### config.mk
export PLATFORM = sky130hd
export DESIGN_NAME = fdhi_top
export DESIGN_NICKNAME = d
export VERILOG_FILES = /design/src/hdl/fdhi_pkg.sv /design/src/hdl/fdhi_tmr_if.sv /design/src/hdl/fdhi_sync.sv /design/src/hdl/fdhi_timer.sv /design/src/hdl/fdhi_top.sv
export SDC_FILE = /design/constraint.sdc
export NUM_CORES = 1
export LEC_CHECK = 0
export BUFFER_PORTS_ARGS = -buffer_cell sky130_fd_sc_hd__buf_2
export CAP_MARGIN = 15
export CORE_AREA = 2 2 115 200
export CTS_BUF_LIST = sky130_fd_sc_hd__clkbuf_16
export DETAILED_ROUTE_END_ITERATION = 6
export DIE_AREA = 0 0 117 202
export HOLD_SLACK_MARGIN = 0.08
export PLACE_DENSITY = 0.92
export SLEW_MARGIN = 15
export SYNTH_ARGS = -nofsm -noshare
export SYNTH_HDL_FRONTEND = slang
export SYNTH_HIERARCHICAL = 1
export SYNTH_SLANG_ARGS = --single-unit
### constraint.sdc
create_clock -name mclk_i -period 6.1 [get_ports mclk_i]
set_input_delay 0.915 -clock mclk_i [delete_from_list [all_inputs] [get_ports mclk_i]]
set_output_delay 0.915 -clock mclk_i [all_outputs]
set_load 0.005 [all_outputs]
### src/hdl/fdhi_pkg.sv
// constants, offsets and timing counts for the flexible disk drive host interface
package fdhi_pkg;
	// clock rate
	localparam int CLK_MHZ = 250;
	// times in microseconds, index period in milliseconds, with their cycle counts
	localparam int T_SEEK_US = 21000;
	localparam int SEEK_CYC = T_SEEK_US * CLK_MHZ;
	localparam int T_T00_US = 5800;
	localparam int T00_CYC = T_T00_US * CLK_MHZ;
	localparam int T_WG_US = 1000;
	localparam int WG_CYC = T_WG_US * CLK_MHZ;
	localparam int T_SIDE_US = 100;
	localparam int SIDE_CYC = T_SIDE_US * CLK_MHZ;
	localparam int T_IDX_MS = 200;
	localparam int IDX_NOM_CYC = T_IDX_MS * 1000 * CLK_MHZ;
	localparam int IDX_TOL_PCT = 6;
	localparam int HALF_PCT = 50;
	localparam int IDX_LO_CYC = IDX_NOM_CYC - (IDX_NOM_CYC / 100) * IDX_TOL_PCT;
	localparam int IDX_HI_CYC = IDX_NOM_CYC + (IDX_NOM_CYC / 100) * IDX_TOL_PCT;
	localparam int IDX_SLOW_CYC = (IDX_NOM_CYC / HALF_PCT) * 100;
	// geometry and counts
	localparam int NUM_UNITS = 4;
	localparam int NUM_TRACKS = 40;
	localparam int TRK_W = 7;
	localparam logic [1:0] READY_GOOD = 2'h2;
	localparam int CNT_W = 32;
	// register map
	localparam int ADDR_W = 8;
	localparam logic [7:0] REG_CTRL = 8'h00;
	localparam logic [7:0] REG_STATUS = 8'h04;
	localparam logic [7:0] REG_IDXPER = 8'h08;
	localparam logic [2:0] CTRL_RST = 3'h1;
	localparam int CTRL_READY_BIT = 0;
	localparam int CTRL_IDX_BIT = 1;
	localparam int CTRL_RD_BIT = 2;
	localparam int ST_TRK_LSB = 8;
	// output line indices
	localparam int OUT_INDEX = 0;
	localparam int OUT_TRK0 = 1;
	localparam int OUT_WPROT = 2;
	localparam int OUT_RDATA = 3;
	localparam int OUT_READY = 4;
	localparam int NOUT = 5;
	// synchronised input indices
	localparam int IN_STEP = 0;
	localparam int IN_DIR = 1;
	localparam int IN_WG = 2;
	localparam int IN_WD = 3;
	localparam int IN_SIDE = 4;
	localparam int IN_MOTOR = 5;
	localparam int IN_USE = 6;
	localparam int IN_IDXH = 7;
	localparam int IN_T0 = 8;
	localparam int IN_WP = 9;
	localparam int IN_DISK = 10;
	localparam int IN_RDP = 11;
	localparam int IN_IUJ = 12;
	localparam int IN_SEL = 13;
	localparam int IN_JMP = 17;
	localparam int NIN = 21;
	// timer slots
	localparam int TM_SEEK = 0;
	localparam int TM_T00 = 1;
	localparam int TM_WG = 2;
	localparam int TM_SIDE = 3;
	localparam int NTM = 4;
endpackage : fdhi_pkg

### src/hdl/fdhi_tmr_if.sv
// interface between the control logic and one interval timer
`timescale 1ns/1ps
`default_nettype none
interface fdhi_tmr_if;
	logic start;
	logic [31:0] load;
	logic busy;
	modport user (output start, output load, input busy);
	modport timer (input start, input load, output busy);
endinterface : fdhi_tmr_if
`default_nettype wire

### src/hdl/fdhi_sync.sv
// two-flop synchroniser with edge detection on the synchronised level
`timescale 1ns/1ps
`default_nettype none
module fdhi_sync #(
	parameter int W = 1
) (
	input wire logic mclk_i, // clock
	input wire logic rst_i, // synchronous reset
	input wire logic [W-1:0] d_i, // asynchronous inputs
	output logic [W-1:0] q_o, // synchronised level
	output logic [W-1:0] rise_o, // one-cycle rise pulse
	output logic [W-1:0] fall_o // one-cycle fall pulse
);
	logic [W-1:0] meta;
	logic [W-1:0] prev;
	// first flop feeds only the second; every bit resets high, the idle level of the active-low host lines
	always_ff @(posedge mclk_i) begin
		if (rst_i) begin
			meta <= '1;
			q_o <= '1;
			prev <= '1;
		end else begin
			meta <= d_i;
			q_o <= meta;
			prev <= q_o;
		end
	end
	assign rise_o = q_o & ~prev;
	assign fall_o = ~q_o & prev;
endmodule : fdhi_sync
`default_nettype wire

### src/hdl/fdhi_timer.sv
// reloadable down-counter that reports busy until it expires
`timescale 1ns/1ps
`default_nettype none
module fdhi_timer (
	input wire logic mclk_i, // clock
	input wire logic rst_i, // synchronous reset
	fdhi_tmr_if.timer t // start, load and busy
);
	logic [31:0] cnt;
	// a start while running restarts the interval
	always_ff @(posedge mclk_i) begin
		if (rst_i) begin
			cnt <= 32'h0;
		end else if (t.start) begin
			cnt <= t.load;
		end else if (cnt != 32'h0) begin
			cnt <= cnt - 32'h1;
		end
	end
	assign t.busy = (cnt != 32'h0);
endmodule : fdhi_timer
`default_nettype wire

### src/hdl/fdhi_top.sv
// drive-side logic of the 34-line daisy-chain flexible disk interface
// Functional notes
// - up to four drives share one cable
// - all interface lines are active low
// - answer only the select matching the jumper
// - gate lines by select, except motor, activity
// - selection takes effect within half a microsecond
// - motor request starts spindle toward rated speed
// - direction high outward, low inward, on step
// - one track per accepted wide step pulse
// - move on trailing edge, settle within limit
// - ignore steps while writing is in progress
// - ignore outward steps at outermost track
// - write mode needs gate, select, no protect
// - record flux on write pulse leading edge
// - drop write pulses unless gated and unprotected
// - side line high side zero, low one
// - read data blanked after side change
// - activity input used only with its jumper
// - outermost flag valid after delay from step
// - pulse index line on each hole; here only while ready or with the control index bit set
// - one index pulse per revolution, soft media
// - ready after two good half-speed index intervals
// - ready cleared promptly when motor request drops
`timescale 1ns/1ps
`default_nettype none
module fdhi_top
	import fdhi_pkg::*;
#(
	parameter int SEEK_CYC_P = SEEK_CYC,
	parameter int T00_CYC_P = T00_CYC,
	parameter int WG_CYC_P = WG_CYC,
	parameter int SIDE_CYC_P = SIDE_CYC,
	parameter int IDX_LO_P = IDX_LO_CYC,
	parameter int IDX_HI_P = IDX_HI_CYC,
	parameter int IDX_SLOW_P = IDX_SLOW_CYC
) (
	input wire logic mclk_i, // 250 MHz clock
	input wire logic rst_i, // synchronous reset, active high
	input wire logic [7:0] paddr_i, // apb address
	input wire logic psel_i, // apb select
	input wire logic penable_i, // apb enable
	input wire logic pwrite_i, // apb direction
	input wire logic [31:0] pwdata_i, // apb write data
	output logic [31:0] prdata_o, // apb read data
	output logic pready_o, // apb ready
	output logic pslverr_o, // apb error on unmapped address
	input wire logic [3:0] drive_sel_n_i, // unit selection lines
	input wire logic motor_on_n_i, // spindle-run request
	input wire logic direction_n_i, // seek direction, high is outward
	input wire logic step_n_i, // step pulse
	input wire logic write_data_n_i, // write data pulses
	input wire logic write_gate_n_i, // write enable
	input wire logic side_one_n_i, // side select, low is side one
	input wire logic in_use_n_i, // host-activity input
	input wire logic [3:0] unit_address_jumpers_i, // fitted address jumper
	input wire logic activity_input_jumper_i, // enables the activity input
	input wire logic index_hole_i, // index or sector hole seen
	input wire logic track0_sensor_i, // head on outermost track
	input wire logic write_protect_sensor_i, // notch masked
	input wire logic disk_present_i, // disk installed
	input wire logic read_pulse_i, // flux pulse from read channel
	output logic [4:0] line_n_o, // output line levels, active low
	output logic [4:0] line_oe_o, // output line drive enables
	output logic spindle_run_o, // spindle motor enable
	output logic stepper_pulse_o, // one-track move request
	output logic stepper_inward_o, // move toward the centre
	output logic head_side_one_o, // head select
	output logic write_enable_o, // write current enable
	output logic write_flux_o, // flux transition to record
	output logic activity_o // host activity seen
);
	logic [NIN-1:0] raw;
	logic [NIN-1:0] s;
	logic [NIN-1:0] s_rise;
	logic [NIN-1:0] s_fall;
	logic [2:0] ctrl;
	logic [TRK_W-1:0] track;
	logic [CNT_W-1:0] idx_cnt;
	logic [CNT_W-1:0] idx_period;
	logic [1:0] good_cnt;
	logic ready;
	logic write_mode_q;
	fdhi_tmr_if tif[NTM] ();
	localparam int TM_LOAD [NTM] = '{SEEK_CYC_P, T00_CYC_P, WG_CYC_P, SIDE_CYC_P};

	// every drive-side pin passes two flops before use
	assign raw = {unit_address_jumpers_i, drive_sel_n_i, activity_input_jumper_i,
		read_pulse_i, disk_present_i, write_protect_sensor_i, track0_sensor_i,
		index_hole_i, in_use_n_i, motor_on_n_i, side_one_n_i, write_data_n_i,
		write_gate_n_i, direction_n_i, step_n_i};
	fdhi_sync #(.W(NIN)) u_sync (
		.mclk_i(mclk_i),
		.rst_i(rst_i),
		.d_i(raw),
		.q_o(s),
		.rise_o(s_rise),
		.fall_o(s_fall)
	);

	// interval timers for seek, outermost flag, write recovery and side change
	genvar gi;
	generate
		for (gi = 0; gi < NTM; gi++) begin : g_tmr
			assign tif[gi].load = 32'(TM_LOAD[gi]);
			fdhi_timer u_tmr (
				.mclk_i(mclk_i),
				.rst_i(rst_i),
				.t(tif[gi])
			);
		end
	endgenerate

	// unit selection: line low and its jumper fitted
	wire [3:0] sel_true = ~s[IN_SEL +: NUM_UNITS];
	wire selected = |(sel_true & s[IN_JMP +: NUM_UNITS]);

	// host line decode, converted to true levels; write gate, step and side gated by selection
	wire motor_true = ~s[IN_MOTOR];
	wire dir_out = s[IN_DIR];
	wire wg_true = selected & ~s[IN_WG];
	wire wprot = s[IN_WP];
	wire trk0_sensor = s[IN_T0];
	wire disk_in = s[IN_DISK];
	wire write_mode = wg_true & ~wprot;
	wire step_trail = selected & s_rise[IN_STEP];
	wire step_block_wr = write_mode;
	wire step_block_t0 = trk0_sensor & dir_out;
	wire step_accept = step_trail & ~step_block_wr & ~step_block_t0;
	wire wd_lead = s_fall[IN_WD];
	wire flux_ok = write_mode & wd_lead;
	wire side_change = selected & (s_rise[IN_SIDE] | s_fall[IN_SIDE]);
	wire wg_end = write_mode_q & ~write_mode;

	// timer starts
	assign tif[TM_SEEK].start = step_accept;
	assign tif[TM_T00].start = step_accept;
	assign tif[TM_WG].start = wg_end;
	assign tif[TM_SIDE].start = side_change;
	wire seek_busy = tif[TM_SEEK].busy;
	wire t00_blank = tif[TM_T00].busy;
	wire wg_recover = tif[TM_WG].busy;
	wire side_settle = tif[TM_SIDE].busy;

	// index interval checks against half speed and the tolerance band
	wire idx_edge = s_rise[IN_IDXH];
	wire idx_fast_enough = (idx_cnt < CNT_W'(IDX_SLOW_P));
	wire idx_in_band = (idx_cnt >= CNT_W'(IDX_LO_P)) & (idx_cnt <= CNT_W'(IDX_HI_P));
	wire spin_ok = motor_true & disk_in;

	// line truth values before selection gating
	wire idx_true = s[IN_IDXH] & (ready | ctrl[CTRL_IDX_BIT]);
	wire t0_true = trk0_sensor & ~t00_blank;
	wire rd_true = s[IN_RDP] & (ready | ctrl[CTRL_RD_BIT]) & ~write_mode
		& ~wg_recover & ~side_settle;
	wire rdy_true = ready & ctrl[CTRL_READY_BIT];
	wire [NOUT-1:0] line_true = {rdy_true, rd_true, wprot, t0_true, idx_true};
	wire [NOUT-1:0] line_en = {ctrl[CTRL_READY_BIT], {(NOUT - 1){1'b1}}};

	// apb decode
	wire apb_setup = psel_i & ~penable_i;
	wire apb_wr = psel_i & penable_i & pready_o & pwrite_i;
	wire hit_ctrl = (paddr_i == REG_CTRL);
	wire hit_status = (paddr_i == REG_STATUS);
	wire hit_idxper = (paddr_i == REG_IDXPER);
	wire hit_any = hit_ctrl | hit_status | hit_idxper;
	wire [31:0] status_word = {17'h0, track, activity_o, ~s[IN_SIDE], wprot, t0_true,
		seek_busy, write_mode, ready, selected};
	wire [31:0] rd_mux = hit_ctrl ? {29'h0, ctrl} :
		hit_status ? status_word :
		hit_idxper ? idx_period : 32'h0;

	// apb slave: answers in the first access cycle
	always_ff @(posedge mclk_i) begin
		if (rst_i) begin
			pready_o <= 1'b0;
			prdata_o <= 32'h0;
			pslverr_o <= 1'b0;
		end else begin
			pready_o <= apb_setup;
			prdata_o <= apb_setup ? rd_mux : 32'h0;
			pslverr_o <= apb_setup & ~hit_any;
		end
	end

	// control register
	always_ff @(posedge mclk_i) begin
		if (rst_i) begin
			ctrl <= CTRL_RST;
		end else if (apb_wr & hit_ctrl) begin
			ctrl <= pwdata_i[2:0];
		end
	end

	// head position: one track per accepted step, zeroed when the sensor comes on
	// a level test here would undo the first inward step while the sensor still lags
	always_ff @(posedge mclk_i) begin
		if (rst_i) begin
			track <= '0;
		end else if (s_rise[IN_T0] & ~step_accept) begin
			track <= '0;
		end else if (step_accept & dir_out & (track != '0)) begin
			track <= track - TRK_W'(1);
		end else if (step_accept & ~dir_out & (track != TRK_W'(NUM_TRACKS - 1))) begin
			track <= track + TRK_W'(1);
		end
	end

	// stepper drive on the trailing edge of each accepted step
	always_ff @(posedge mclk_i) begin
		if (rst_i) begin
			stepper_pulse_o <= 1'b0;
			stepper_inward_o <= 1'b0;
		end else begin
			stepper_pulse_o <= step_accept;
			if (step_accept) begin
				stepper_inward_o <= ~dir_out;
			end
		end
	end

	// index interval counter, saturating while no hole arrives
	always_ff @(posedge mclk_i) begin
		if (rst_i) begin
			idx_cnt <= '0;
			idx_period <= '0;
		end else if (idx_edge) begin
			idx_period <= idx_cnt;
			idx_cnt <= CNT_W'(1); // the edge cycle counts, so the period is whole
		end else if (idx_cnt != '1) begin
			idx_cnt <= idx_cnt + CNT_W'(1);
		end
	end

	// ready detection; drops at once when the motor request ends
	always_ff @(posedge mclk_i) begin
		if (rst_i) begin
			good_cnt <= 2'h0;
			ready <= 1'b0;
		end else if (~spin_ok) begin
			good_cnt <= 2'h0;
			ready <= 1'b0;
		end else if (~idx_fast_enough) begin
			good_cnt <= 2'h0;
			ready <= 1'b0;
		end else if (idx_edge) begin
			if (good_cnt != READY_GOOD) begin
				good_cnt <= good_cnt + 2'h1;
			end
			ready <= (good_cnt != 2'h0) & idx_in_band;
		end
	end

	// spindle, side and write path to the mechanism
	always_ff @(posedge mclk_i) begin
		if (rst_i) begin
			spindle_run_o <= 1'b0;
			head_side_one_o <= 1'b0;
			write_enable_o <= 1'b0;
			write_flux_o <= 1'b0;
			write_mode_q <= 1'b0;
			activity_o <= 1'b0;
		end else begin
			spindle_run_o <= motor_true;
			if (selected) begin
				head_side_one_o <= ~s[IN_SIDE];
			end
			write_enable_o <= write_mode;
			write_flux_o <= flux_ok;
			write_mode_q <= write_mode;
			activity_o <= s[IN_IUJ] & ~s[IN_USE];
		end
	end

	// open-collector outputs, released while another unit is selected
	always_ff @(posedge mclk_i) begin
		if (rst_i) begin
			line_n_o <= '1;
			line_oe_o <= '0;
		end else begin
			line_n_o <= ~(line_true & line_en & {NOUT{selected}});
			line_oe_o <= line_true & line_en & {NOUT{selected}};
		end
	end
endmodule : fdhi_top
`default_nettype wire

==> run metrics <==
status=finished, final reports clean; Via density=about 5.6; RSZ-0062 raised after global routing=false; most frequent cells in the layout=dfxtp_1 (303), nor2_1 (180), nand2_1 (162); # setup viols final=0; pin count of the biggest net entering global routing=71; CTS Buffer Depth=3; IO Pins=117; n_diodes=0; CTS buffer count=26; skew final=0.0110 ns; drt first pass iters=5; overall routing resource usage=25.8%; clk_lat worst skew=0.55 ns; critical path startpoint category=register; Setup TNS=0 ns; cts repair resizes=0; Routed WL per cell=14.8 um; synth-to-layout area growth=14.6%; placer congestion estimate=0.916; Post-Place Cells=2010; Initial DRC Count=888; Final Hold Fails=0; Layout Cells excl Fill=2057; Synth Warn #=6; syn avg cell area=between 8 and 9 um^2; final wirelength=30.5 mm; dpl cell area=approximately 0.015 mm^2; minimum clock period after layout=3.16 ns; Pwr Density=458 mW/mm^2; Worst EP arrival=3.60 ns; Max IR drop VDD=412 uV; Slew Limit Fails=0; share of cells above drive strength 1=between 10% and 20%; critical path fanouts, max=7; Mapped Cells=1556; Finished Cell Area=between 0.015 and 0.02 mm^2; antenna violations before repair=0; chip width=about 120 um; initial core utilization=between 60% and 70%; NumNets Final=1822; most common cell after layout, fill and taps aside=dfxtp_1; hold crit path type=register to register; Max Freq=0.316 GHz; Synth Cell Area=between 0.01 and 0.015 mm^2; CP Data Required Time=roughly 6.5 ns; Critical Path Sink Type=register; Port Buffers=between 80 and 90; # Max-Cap Violations=0; total power draw=around 7.0 mW; vias in the first global route=11173; Post-DRT Antenna Nets=0; row count=just over 70; first-pass GRT wire length=50.5 mm; setup repair bufs after CTS=0; Final period util=around half; CTS tree=done; grt total ovfl=0; DP HPWL=between 20 and 25 mm; R2R Setup Slk=2.94 ns; Slew headroom=36.6%; drt drc=0; # hold bufs at CTS=0; clock sink total=303; vias=11458; Clock Root Buffer=clkbuf_16; clk slew on worst S/H paths=0.07 ns; worst slew pin tran=0.944 ns; WS Path Type=register to register; die area=0.0236 mm^2; Leakage Power=just over 6 nW; core area=about 0.022 mm^2; htree depth=1; die height=approximately 200 um
[state kept, by name, summed over array words and instances, names as in the netlist, 5 cells and up]
signal,flops
g_tmr.u_tmr/cnt,128
u_sync/meta,21
line_n_o,5
u_sync/q_o,21
u_sync/prev,5
prdata_o,32
idx_period,32
line_oe_o,5
idx_cnt,32
track,7
[worst paths after layout]
path / startpoint / end / cells past startpoint
worst max-delay path: track[0]$_SDFFE_PP0P_ / track[6]$_SDFFE_PP0P_ / 11
worst min-delay path: u_sync/q_o[6]$_SDFF_PP1_ / activity_o$_SDFF_PP0_ / 1
worst max register to register: track[0]$_SDFFE_PP0P_ / track[6]$_SDFFE_PP0P_ / 11
worst min register to register: u_sync/q_o[6]$_SDFF_PP1_ / activity_o$_SDFF_PP0_ / 1
[cell type report]
type                       instances  area, um^2
inverter                          45         169
clock buffer                      27         676
clock inverter                    20         205
sequential                       303        6070
fill                            1614        6680
timing repair buffer             101         543
multi-input combinational       1265        7360
tap                              296         370
[metrics by stage]
step | util, % | setup WS (ns) | hold slack (ns)
2_1_floorplan | - | 3.15 | 0.372
3_3_place_gp | 65.8 | 3.12 | 0.374
3_5_place_dp | 65.8 | 2.94 | 0.387
4_1_cts | 69.7 | 2.92 | 0.393
5_1_grt | 69.7 | 2.65 | 0.410
6_report | 69.7 | 2.94 | 0.387
[layer usage]
layer / part of all wire, % / vias to the layer above / track usage [%] / routed length [um]
li1: - / 5632 / - / -
met1: 39 / 5367 / 28.1 / 11700
met2: 53 / 365 / 47.6 / 16100
met3: 4.8 / 94 / 3.45 / 1460
met4: 3.7 / 0 / 12.4 / 1140
met5: 0 / - / 0 / 0
[power by group]
group          internal [mW]  total [mW]  leakage [nW]  switching (mW)
Clock                  0.973        1.71         0.432           0.741
Combinational           1.14        2.64          3.17            1.51
Sequential              2.32        2.69          2.47           0.371
[worst max-delay path: stages (launching register included)]
cell	delay, ns
dfxtp_1	0.36
or4_1	0.56
o41ai_1	0.35
nor4_1	0.09
buf_4	0.19
ha_1	0.32
nor2b_1	0.17
o31ai_1	0.35
a21oi_1	0.13
xor2_1	0.21
a211oi_1	0.10
a31o_2	0.23
(Power assumes the default switching activity.)
